$ cat src/rtl/regb_ctl_consts.svh
// Purpose: constants for the register B capture/compare control
// Assumes: io control byte layout with the B field in bits 7..4
// Notes:   bit positions index the whole io control byte
`ifndef REGB_CTL_CONSTS_SVH
`define REGB_CTL_CONSTS_SVH

`define REGB_MODE_TOP_BIT        7
`define REGB_LEVEL_OR_SOURCE_BIT 6
`define REGB_ACTION_HIGH_BIT     5
`define REGB_ACTION_LOW_BIT      4
`define REGB_COUNT_WIDTH         16
`define REGB_RESET_VALUE         16'hFFFF
`define REGB_PIN_RESET_LEVEL     1'b0

`endif

$ cat src/rtl/regb_ctl_pkg.sv
// Purpose: types shared by the register B control files
// Assumes: constants header supplies widths
// Notes:   none
`include "regb_ctl_consts.svh"

package regb_ctl_pkg;

  typedef logic [`REGB_COUNT_WIDTH-1:0] count_type;

  typedef enum logic [1:0] {
    act_none,
    act_low,
    act_high,
    act_toggle
  } cmp_action_type;

  typedef enum logic [1:0] {
    src_off,
    src_pin,
    src_ch0_event
  } cap_source_type;

endpackage

$ cat src/rtl/pin_edge_sense.sv
// Purpose: synchronise one timer pin and report its edges
// Assumes: pin is asynchronous to clk; reset held three clocks flushes the chain
// Notes:   edges are seen two to three cycles after the pin moves
`timescale 1ns/1ns

module pin_edge_sense (
  input  wire logic clk,
  input  wire logic sys_rst,
  input  wire logic pin_in,
  output logic      rise,
  output logic      fall
);

  logic meta_r;
  logic meta_nxt;
  logic sync_r;
  logic sync_nxt;
  logic last_r;
  logic last_nxt;

  always_comb begin
    meta_nxt = pin_in;
    sync_nxt = meta_r;
    last_nxt = sync_r;
  end

  // the chain keeps sampling in reset, so the delayed copy matches the pin
  // at release and a pin idling high shows no false rising edge
  always_ff @(posedge clk) begin
    meta_r <= meta_nxt;
    sync_r <= sync_nxt;
    last_r <= last_nxt;
  end

  // only the second flop and its delayed copy feed the edge terms;
  // edges are held off while reset is high
  assign rise = ~sys_rst & sync_r & ~last_r;
  assign fall = ~sys_rst & ~sync_r & last_r;

endmodule

$ cat src/rtl/timer_reg_b_capture_compare_ctl.sv
// Purpose: general register B compare/capture control for channels 1 and 2
// Assumes: counters and the channel 0 register C event come from the same clock;
//          cpu write strobes mark the second state of a register write cycle
// Notes:   pins are sampled through two flops before edge detection
// Operation
// - bits 7..4 configure B; bit7=0 compare
// - bit6 initial level; 00 disables output
// - action 10 drives pin high on match
// - action 11 toggles pin on match
// - channel 1 bit7=1 selects input capture
// - channel 1 bit6=0 captures from B pin
// - pin edge: 00 rise, 01 fall, 1x both
// - channel 1 bits 7,6 set: ch0 C events
// - channel 2 capture always from B pin
// - capture during write second state discards write
`timescale 1ns/1ns
`include "regb_ctl_consts.svh"

module timer_reg_b_capture_compare_ctl (
  input  wire logic                   clk,
  input  wire logic                   sys_rst,
  input  wire logic [7:0]             ch1_io_ctl,
  input  wire logic [7:0]             ch2_io_ctl,
  input  wire regb_ctl_pkg::count_type ch1_count,
  input  wire regb_ctl_pkg::count_type ch2_count,
  input  wire logic                   ch1_count_tick,
  input  wire logic                   ch2_count_tick,
  input  wire logic                   ch0_regc_event,
  input  wire logic                   ch1_wr_t2,
  input  wire logic                   ch2_wr_t2,
  input  wire regb_ctl_pkg::count_type wr_data,
  input  wire logic                   ch1_b_io_pin_in,
  input  wire logic                   ch2_b_io_pin_in,
  output logic                        ch1_b_io_pin_out,
  output logic                        ch1_b_io_pin_oe,
  output logic                        ch2_b_io_pin_out,
  output logic                        ch2_b_io_pin_oe,
  output regb_ctl_pkg::count_type     ch1_general_reg_b,
  output regb_ctl_pkg::count_type     ch2_general_reg_b,
  output logic                        ch1_match_pulse,
  output logic                        ch2_match_pulse,
  output logic                        ch1_capture_pulse,
  output logic                        ch2_capture_pulse,
  output logic                        ch1_write_lost,
  output logic                        ch2_write_lost
);

  import regb_ctl_pkg::*;

  // index 0 is channel 1, index 1 is channel 2
  logic [7:0]     io_ctl    [2];
  count_type      count     [2];
  logic           tick      [2];
  logic           wr_t2     [2];
  logic           pin_rise  [2];
  logic           pin_fall  [2];

  count_type      regb_r    [2];
  count_type      regb_nxt  [2];
  logic           pin_r     [2];
  logic           pin_nxt   [2];
  logic           oe_r      [2];
  logic           oe_nxt    [2];
  logic           match_r   [2];
  logic           match_nxt [2];
  logic           cap_r     [2];
  logic           cap_nxt   [2];
  logic           lost_r    [2];
  logic           lost_nxt  [2];
  logic [3:0]     field_r   [2];
  logic [3:0]     field_nxt [2];

  cmp_action_type action    [2];
  cap_source_type source    [2];
  logic           capture   [2];
  logic           compare   [2];

  assign io_ctl[0] = ch1_io_ctl;
  assign io_ctl[1] = ch2_io_ctl;
  assign count[0]  = ch1_count;
  assign count[1]  = ch2_count;
  assign tick[0]   = ch1_count_tick;
  assign tick[1]   = ch2_count_tick;
  assign wr_t2[0]  = ch1_wr_t2;
  assign wr_t2[1]  = ch2_wr_t2;

  // pin edges lag the pin by two to three clocks
  pin_edge_sense u_ch1_sense (
    .clk     (clk),
    .sys_rst (sys_rst),
    .pin_in  (ch1_b_io_pin_in),
    .rise    (pin_rise[0]),
    .fall    (pin_fall[0])
  );

  pin_edge_sense u_ch2_sense (
    .clk     (clk),
    .sys_rst (sys_rst),
    .pin_in  (ch2_b_io_pin_in),
    .rise    (pin_rise[1]),
    .fall    (pin_fall[1])
  );

  // ch0 register C events share this clock, so they need no synchroniser
  // decode the B field into a compare action and a capture source
  always_comb begin
    for (int i = 0; i < 2; i++) begin
      action[i] = act_none;
      source[i] = src_off;
      if (!io_ctl[i][`REGB_MODE_TOP_BIT]) begin
        case ({io_ctl[i][`REGB_ACTION_HIGH_BIT], io_ctl[i][`REGB_ACTION_LOW_BIT]})
          2'h0:    action[i] = act_none;
          2'h1:    action[i] = act_low;
          2'h2:    action[i] = act_high;
          default: action[i] = act_toggle;
        endcase
      end else if (i == 0 && io_ctl[i][`REGB_LEVEL_OR_SOURCE_BIT]) begin
        source[i] = src_ch0_event;
      end else begin
        // channel 2 ignores bit 6 here
        source[i] = src_pin;
      end
    end
  end

  // capture trigger per selected source and edge
  always_comb begin
    for (int i = 0; i < 2; i++) begin
      capture[i] = 1'b0;
      case (source[i])
        src_pin: begin
          if (io_ctl[i][`REGB_ACTION_HIGH_BIT]) begin
            capture[i] = pin_rise[i] | pin_fall[i];
          end else if (io_ctl[i][`REGB_ACTION_LOW_BIT]) begin
            capture[i] = pin_fall[i];
          end else begin
            capture[i] = pin_rise[i];
          end
        end
        src_ch0_event: capture[i] = ch0_regc_event;
        default:       capture[i] = 1'b0;
      endcase
      // the tick qualifier keeps a stalled counter from matching every clock
      compare[i] = !io_ctl[i][`REGB_MODE_TOP_BIT] && tick[i] && (count[i] == regb_r[i]);
    end
  end

  always_comb begin
    for (int i = 0; i < 2; i++) begin
      regb_nxt[i]  = regb_r[i];
      pin_nxt[i]   = pin_r[i];
      oe_nxt[i]    = 1'b0;
      lost_nxt[i]  = 1'b0;
      field_nxt[i] = io_ctl[i][7:4];
      match_nxt[i] = compare[i];
      cap_nxt[i]   = capture[i];
      // a capture in the write's second state wins and the write is dropped
      if (capture[i]) begin
        regb_nxt[i] = count[i];
        lost_nxt[i] = wr_t2[i];
      end else if (wr_t2[i]) begin
        regb_nxt[i] = wr_data;
      end
      if (!io_ctl[i][`REGB_MODE_TOP_BIT]) begin
        // a change of the field reloads the initial level before any match
        if (io_ctl[i][7:4] != field_r[i]) begin
          pin_nxt[i] = io_ctl[i][`REGB_LEVEL_OR_SOURCE_BIT];
        end else if (compare[i]) begin
          case (action[i])
            act_low:    pin_nxt[i] = 1'b0;
            act_high:   pin_nxt[i] = 1'b1;
            act_toggle: pin_nxt[i] = ~pin_r[i];
            default:    pin_nxt[i] = pin_r[i];
          endcase
        end
        // a disabled output keeps its level registered, ready for the next enable
        oe_nxt[i] = (action[i] != act_none);
      end
    end
  end

  always_ff @(posedge clk) begin
    if (sys_rst) begin
      for (int i = 0; i < 2; i++) begin
        regb_r[i]  <= `REGB_RESET_VALUE;
        pin_r[i]   <= `REGB_PIN_RESET_LEVEL;
        oe_r[i]    <= 1'b0;
        match_r[i] <= 1'b0;
        cap_r[i]   <= 1'b0;
        lost_r[i]  <= 1'b0;
        // zero copy: a nonzero field with bit7=0 loads its initial level on release
        field_r[i] <= 4'h0;
      end
    end else begin
      for (int i = 0; i < 2; i++) begin
        regb_r[i]  <= regb_nxt[i];
        pin_r[i]   <= pin_nxt[i];
        oe_r[i]    <= oe_nxt[i];
        match_r[i] <= match_nxt[i];
        cap_r[i]   <= cap_nxt[i];
        lost_r[i]  <= lost_nxt[i];
        field_r[i] <= field_nxt[i];
      end
    end
  end

  assign ch1_b_io_pin_out  = pin_r[0];
  assign ch1_b_io_pin_oe   = oe_r[0];
  assign ch2_b_io_pin_out  = pin_r[1];
  assign ch2_b_io_pin_oe   = oe_r[1];
  assign ch1_general_reg_b = regb_r[0];
  assign ch2_general_reg_b = regb_r[1];
  assign ch1_match_pulse   = match_r[0];
  assign ch2_match_pulse   = match_r[1];
  assign ch1_capture_pulse = cap_r[0];
  assign ch2_capture_pulse = cap_r[1];
  assign ch1_write_lost    = lost_r[0];
  assign ch2_write_lost    = lost_r[1];

endmodule

$ cat config.mk
export PLATFORM = sky130hd
export DESIGN_NAME = timer_reg_b_capture_compare_ctl
export DESIGN_NICKNAME = d
export VERILOG_FILES = /design/src/rtl/regb_ctl_pkg.sv /design/src/rtl/pin_edge_sense.sv /design/src/rtl/timer_reg_b_capture_compare_ctl.sv
export VERILOG_INCLUDE_DIRS = /design/src /design/src/rtl
export SDC_FILE = /design/constraint.sdc
export NUM_CORES = 1
export LEC_CHECK = 0
export BUFFER_PORTS_ARGS = -buffer_cell sky130_fd_sc_hd__buf_2
export CAP_MARGIN = 20
export CORE_MARGIN = 8
export CORE_UTILIZATION = 30
export CTS_CLUSTER_SIZE = 40
export DETAILED_ROUTE_END_ITERATION = 6
export PLACE_DENSITY = 0.62
export SLEW_MARGIN = 20
export SYNTH_ARGS = -nofsm -noshare
export SYNTH_HDL_FRONTEND = slang
export SYNTH_SLANG_ARGS = --single-unit
export TNS_END_PERCENT = 10
$ cat constraint.sdc
create_clock -name clk -period 6 [get_ports clk]
set_clock_uncertainty 0.2 [all_clocks]
set_input_delay 1.2 -clock clk [delete_from_list [all_inputs] [get_ports clk]]
set_output_delay 1.2 -clock clk [all_outputs]
set_load 0.03 [all_outputs]
==> results.rst, run 1 <==
.. list-table::
   :header-rows: 1

   * - Metric
     - Value
   * - Vias in the first global route
     - 2644
   * - Number of enable-type register cells in the synthesized netlist
     - 0
   * - Final wirelength
     - 9020 um
   * - Site Rows
     - 36
   * - Post-Synthesis Cells
     - 327
   * - Result of the run
     - finished, final reports clean
   * - Overall global routing resource usage
     - 13.1%
   * - Number of design rule violations left after detail routing
     - 0
   * - Initial Util
     - 30.5%
   * - Maximum resistive drop on vdd
     - 96.7 uV
   * - CP required
     - 5990 ps
   * - Post-route minimum period
     - 2770 ps
   * - Final hold violations
     - 0
   * - Relative slew margins
     - 36.2%
   * - Cell with the biggest individual delay on the critical path
     - or3_1
   * - Total vias in the final route
     - 2673
   * - Setup crit start kind
     - primary input
   * - Post-synthesis mux area share
     - 1.10%
   * - Number of buffers and inverters on the critical path
     - 2
   * - Share of layout cells above drive strength 1
     - 32.2%
   * - Timing-limited maximum frequency
     - 361 MHz
   * - Mean Syn Cell Area
     - 9.04 um^2
   * - Fraction of synthesis flops using an asynchronous set or reset pin
     - 0%
   * - Synthesized cell area
     - 2960 um^2
   * - Sinks on the clock net
     - 56
   * - Top-Level Pins
     - 115
   * - Hold-fix buffers, CTS
     - 0
   * - Critical-path cell list
     - buf_2 > inv_1 > nand2_1 > ha_1 > a21oi_1 > or3_1 > o31ai_1 > mux2_1
   * - Register-to-Register Setup Slack
     - 4030 ps
   * - H-tree levels
     - 2
   * - Complex-gate fraction of the synthesized area
     - 22.9%
   * - Critical path start-end classification
     - primary input to register
   * - Endpoint of the most critical register-to-register path
     - pin_r[0][1]$_SDFFE_PP0P_
   * - Die area
     - 13300 um^2
   * - Largest net degree at the start of global routing
     - 34
   * - Number of gates resized after cts
     - 0
   * - Top flip-flop cell by instance count after synthesis
     - dfxtp_1
   * - Power per cell area
     - 230 nW/um^2
   * - Antenna Diode Count
     - 0
   * - Post CTS Setup Buffer Count
     - 0
   * - Detailed-router iteration count before antenna repair
     - 5
   * - Max-cap viol count
     - 0
   * - Residual antenna-violating net count after detailed routing
     - 0
   * - Sequential cell area fraction in the yosys report
     - 37.9%
   * - Arr. time, crit path
     - 2760 ps
   * - Worst setup path startpoint
     - ch2_io_ctl[7]
   * - Critical path's largest stage delay
     - 340 ps
   * - Worst reg2reg path depth
     - 5
   * - Crit share post-route
     - 46.2%
   * - Fin nets
     - 495
   * - Remaining Overflow, GRT
     - 0
   * - Vias per inst
     - 4.84
   * - Placed cell areas
     - 3550 um^2
   * - Signed area change from the synthesized netlist to the final layout
     - 22.3%
   * - Worst-margin pin slew
     - 956 ps
   * - Share of synthesized cell area in and, or, nand and nor gates
     - 22.1%
   * - Number of antenna violations at the first check in global routing
     - 0
   * - Area of the core region
     - 9680 um^2
   * - Family with the most delay on the worst path
     - simple AND/OR/NAND/NOR gates
   * - Yosys warning count
     - 0
   * - Post-Synth Adder-Cell Area
     - 0.423%
   * - Buffer type at the clock tree root
     - clkbuf_8
   * - Per-cell routed wire length
     - 16.3 um
   * - Clock Path Buffers
     - 2
   * - Leakage Power
     - 1.50 nW
   * - Critical register-to-register path startpoint
     - regb_r[0][27]$_SDFFE_PP1P_
   * - Critical path capture point
     - pin_r[0][1]$_SDFFE_PP0P_
   * - RSZ-0062 raised after global routing
     - false
   * - TritonCTS clock tree
     - built
   * - Number of max-slew violations in the final report
     - 0
   * - Die span in x
     - 115 um
   * - Netlist cell types
     - 51
   * - Final Wtd Congestion
     - 0.750
   * - Count of input and output buffers
     - 106
   * - Setup total negative slack
     - 0 ps
   * - Largest fanout on the critical path
     - 5
   * - Worst min-delay path category
     - register to register
   * - Detailed-placement wirelength estimate
     - 6970 um
   * - Setup-violating endpoint count in the final report
     - 0
   * - Filler cell count in the final layout
     - 999
   * - Kind of capture point of the worst setup path
     - register
   * - Height of the die
     - 115 um
   * - Register bit total from synthesis
     - 56
   * - Cell depth of the worst setup path
     - 8
   * - Initial drt markers
     - 139
   * - Final instance area
     - 3620 um^2
   * - WHS Path Cells
     - 0
   * - Xor and xnor area share after synthesis
     - 10.7%
   * - Clock insertion delay at the later pin of the skew report
     - 300 ps
   * - First-pass GRT wire length
     - 13700 um
   * - Clock slew at the register clock pins of the worst setup and hold paths
     - 90 ps
   * - Syn nets
     - 401
   * - Number of buffers added by the clock tree synthesis step
     - 5
   * - Main combinational cell family by area after synthesis
     - compound AO/OA/AOI/OAI gates
metal layers:
metal,vias up,GRT usage [%],routed length (um)
met5,-,0,0
li1,1348,-,-
met2,82,20.6,4010
met1,1234,16.8,4240
met4,0,3.42,117
met3,9,4.20,663
power by group:
group / internal (mW) / leakage [nW] / total [mW] / switching (mW)
Clock: 0.0759 / 0.0359 / 0.193 / 0.117
Sequential: 0.397 / 0.466 / 0.416 / 0.0184
Combinational: 0.0866 / 1.00 / 0.224 / 0.138
final cells by class:
type                            count  area [um^2]  share of cell area, %
Sequential cell                    56         1120                   31.0
Inverter                            9         33.8                  0.934
Clock buffer                        5         68.8                   1.90
Timing Repair Buffer              107          538                   14.9
Multi-Input combinational cell    242         1690                   46.7
Tap cell                          133          166                   4.60
per-stage QoR:
step / power, mW / hold WS (ps) / worst slack, ps / std cells / utilization (%)
2_1_floorplan: 0.574 / 110 / 3180 / 327 / -
3_3_place_gp: 0.647 / 112 / 2890 / 547 / 36.6
3_5_place_dp: 0.650 / 115 / 2910 / 547 / 36.6
4_1_cts: 0.843 / 138 / 3220 / 552 / 37.4
5_1_grt: 0.875 / 144 / 3110 / 552 / 37.4
6_report: 0.833 / 135 / 3230 / 552 / 37.4
state kept, by name, summed over array words and instances, names as in the netlist:
register and flops:
cap_r 2, field_r 8, lost_r 2, match_r 2, oe_r 2, pin_r 2, regb_r 32, u_ch1_sense.last_nxt 1
u_ch1_sense.last_r 1, u_ch1_sense.meta_r 1, u_ch2_sense.last_nxt 1, u_ch2_sense.last_r 1, u_ch2_sense.meta_r 1
synth_stat cells, drive strengths merged, types with 2 or more instances:
cell type	number	area share (%)
nand2	8	1.5
inv	9	1.1
and3	2	0.42
dfxtp	56	38
clkbuf	10	1.3
o21ai	35	5.9
buf	10	2.5
xor2	20	5.9
nand4	2	0.42
nor2	24	3.0
a211oi	16	4.1
a21oi	7	1.2
nor2b	39	8.3
nand2b	6	1.3
o22ai	3	1.1
nor3b	2	0.68
nor3	20	3.4
xnor2	16	4.7
nor4	5	1.3
mux2	2	0.76
nand3	2	0.34
o41ai	2	0.59
a221oi	14	6.1
o221a	2	0.76
worst min-delay path by stage:
stage                                     from                            to  slack, ps
floorplan           u_ch1_sense.meta_r$_DFF_P_  u_ch1_sense.last_nxt$_DFF_P_        110
global placement    u_ch2_sense.meta_r$_DFF_P_  u_ch2_sense.last_nxt$_DFF_P_        110
detailed placement  u_ch1_sense.meta_r$_DFF_P_  u_ch1_sense.last_nxt$_DFF_P_        110
CTS                 u_ch1_sense.meta_r$_DFF_P_  u_ch1_sense.last_nxt$_DFF_P_        140
global route        u_ch1_sense.meta_r$_DFF_P_  u_ch1_sense.last_nxt$_DFF_P_        140
finish              u_ch1_sense.meta_r$_DFF_P_  u_ch1_sense.last_nxt$_DFF_P_        130
kinds of logic (layout without fill, tap and decap cells):
logic type | Yosys count | in the layout
AND/OR/NAND/NOR | 115 | 115
AO/OA/AOI/OAI | 87 | 87
flip-flops | 56 | 56
XOR/XNOR | 36 | 36
buffers and inverters | 29 | 121
multiplexers | 3 | 3
adder cells (fa/ha/maj) | 1 | 1
cells in the final DEF, fill, tap and decap left out, types with 4 or more instances in the layout:
cell type	count
buf_2	106
dfxtp_1	56
nor2b_1	39
nor2_1	24
o21ai_0	24
xor2_1	20
nor3_1	20
a211oi_1	16
xnor2_1	16
o21ai_1	11
a221oi_2	9
inv_1	8
a21oi_1	7
nand2_1	6
nand2b_1	6
a221oi_1	5
clkbuf_8	5
nor4_1	4
Power figures use the tool's default switching activity.
==> run 2: changes to the inputs <==
Settings changed: PLACE_DENSITY 0.62 to 0.64.
Clock period 6 ns to 2.51 ns, I/O delays scaled along.
==> results.rst, run 2 (synthesized netlist as in run 1, its figures left out) <==
.. list-table::
   :header-rows: 1

   * - Metric
     - Value
   * - Result of the run
     - finished, final reports clean
   * - Leakage Power
     - 1.54 nW
   * - Sw power
     - 0.659 mW
   * - Buffer type at the clock tree root
     - clkbuf_8
   * - Commonest non-fill, non-tap cell in the layout
     - buf_2
   * - Clock Path Buffers
     - 2
   * - Post CTS Setup Buffer Count
     - 0
   * - Number of buffers added by the clock tree synthesis step
     - 5
   * - Timing-limited maximum frequency
     - 488 MHz
   * - Initial Util
     - 30.5%
   * - Vias in the first global route
     - 2608
   * - Height of the die
     - 115 um
   * - Part of the total power dissipated in combinational logic
     - 26.1%
   * - Area of the core region
     - 9680 um^2
   * - Number of antenna violations at the first check in global routing
     - 0
   * - TritonCTS clock tree
     - built
   * - Arr. time, crit path
     - 2040 ps
   * - Overall global routing resource usage
     - 13.3%
   * - Largest fanout on the critical path
     - 5
   * - Registers with the most flip-flops
     - regb_r (32), field_r (8)
   * - Setup crit start kind
     - primary input
   * - Clock insertion delay at the later pin of the skew report
     - 300 ps
   * - Final Wtd Congestion
     - 0.795
   * - Per-cell routed wire length
     - 16.2 um
   * - Worst slack at placement
     - 140 ps
   * - Setup-violating endpoint count in the final report
     - 0
   * - Post-route minimum period
     - 2050 ps
   * - Vias per inst
     - 4.82
   * - RSZ-0062 raised after global routing
     - false
   * - Count of input and output buffers
     - 106
   * - Remaining Overflow, GRT
     - 0
   * - H-tree levels
     - 2
   * - Critical path's largest stage delay
     - 350 ps
   * - Detailed-router iteration count before antenna repair
     - 4
   * - Hold-fix buffers, CTS
     - 0
   * - Initial drt markers
     - 170
   * - Final Total Pwr
     - 2.07 mW
   * - Final wirelength
     - 9060 um
   * - CP required
     - 2500 ps
   * - Number of max-slew violations in the final report
     - 0
   * - Post-route worst setup slack
     - 463 ps
   * - Detailed-placement wirelength estimate
     - 7100 um
   * - Antenna Diode Count
     - 0
   * - Share of power burned in the clock network
     - 25.7%
   * - Largest net degree at the start of global routing
     - 34
   * - Worst-margin pin slew
     - 690 ps
   * - Critical-path cell list
     - buf_2 > inv_1 > nand2_1 > ha_1 > a21oi_1 > or3_1 > o31ai_1 > mux2_1
   * - Sw Ratio
     - 31.9%
   * - Worst hold-check slack
     - 92.9 ps
   * - Power per cell area
     - 562 nW/um^2
   * - Die span in x
     - 115 um
   * - Fin nets
     - 499
   * - Family with the most delay on the worst path
     - simple AND/OR/NAND/NOR gates
   * - Critical path start-end classification
     - primary input to register
   * - Total vias in the final route
     - 2688
   * - Design internal power
     - 1.41 mW
   * - Most frequent cells in the layout
     - buf_2 (106), dfxtp_1 (56), nor2b_1 (39)
   * - Kind of capture point of the worst setup path
     - register
   * - Residual antenna-violating net count after detailed routing
     - 0
   * - Die area
     - 13300 um^2
   * - Part of the total power dissipated in sequential elements
     - 48.2%
   * - Relative slew margins
     - 54.0%
   * - Number of buffers and inverters on the critical path
     - 2
   * - First-pass GRT wire length
     - 13900 um
   * - Setup total negative slack
     - 0 ps
   * - Cell with the biggest individual delay on the critical path
     - or3_1
   * - Largest register FFs
     - 32
   * - Signed area change from the synthesized netlist to the final layout
     - 24.3%
   * - Site Rows
     - 36
   * - Maximum resistive drop on vdd
     - 223 uV
   * - Worst min-delay path category
     - primary input to register
   * - Register ranked first by flip-flop count
     - regb_r
   * - Final hold violations
     - 0
   * - Crit share post-route
     - 81.6%
   * - Clock slew at the register clock pins of the worst setup and hold paths
     - 100 ps
   * - Number of gates resized after cts
     - 0
   * - Max-cap viol count
     - 0
   * - Top-Level Pins
     - 115
   * - Number of design rule violations left after detail routing
     - 0
   * - Share of layout cells above drive strength 1
     - 33.2%
   * - Sinks on the clock net
     - 56
[run 2: metal layers]
layer | up-vias | wire length, um | track usage, %
li1 | 1361 | - | -
met1 | 1248 | 4240 | 17.7
met2 | 77 | 4110 | 20.8
met3 | 2 | 689 | 3.73
met4 | 0 | 26 | 2.63
met5 | - | 0 | 0
[run 2: worst paths after layout]
path | cells after the start | end | slack (ps) | start
worst max-delay path | 8 | pin_r[0][1]$_SDFFE_PP0P_ | 460 | ch2_io_ctl[7]
worst min-delay path | 1 | u_ch1_sense.meta_r$_DFF_P_ | 90 | ch1_b_io_pin_in
worst max register to register | 5 | pin_r[0][1]$_SDFFE_PP0P_ | 540 | regb_r[0][27]$_SDFFE_PP1P_
worst min register to register | 0 | u_ch1_sense.last_nxt$_DFF_P_ | 140 | u_ch1_sense.meta_r$_DFF_P_
[run 2: metrics by stage]
| stage | area [um^2] | utilization [%] | std cells |
|---|---|---|---|
| 2_1_floorplan | 2960 | - | 327 |
| 3_3_place_gp | 3580 | 37.0 | 551 |
| 3_5_place_dp | 3580 | 37.0 | 551 |
| 4_1_cts | 3670 | 37.9 | 558 |
| 5_1_grt | 3670 | 37.9 | 558 |
| 6_report | 3670 | 37.9 | 558 |
[run 2: power by group through the flow]
stage	registers [mW]	clock network (mW)	logic (mW)
2_1_floorplan	1.11	0	0.266
3_3_place_gp	1.01	0	0.538
3_5_place_dp	1.02	0	0.545
4_1_cts	0.996	0.556	0.548
5_1_grt	1.00	0.579	0.591
6_report	0.995	0.531	0.540
[run 2: cell type report]
class	instances	area, um^2
clock buffers	7	96.3
multi-input cells	242	1690
repair buffers	111	568
flip-flops and latches	56	1120
inverters	9	33.8
well taps	133	166
fillers	997	6010
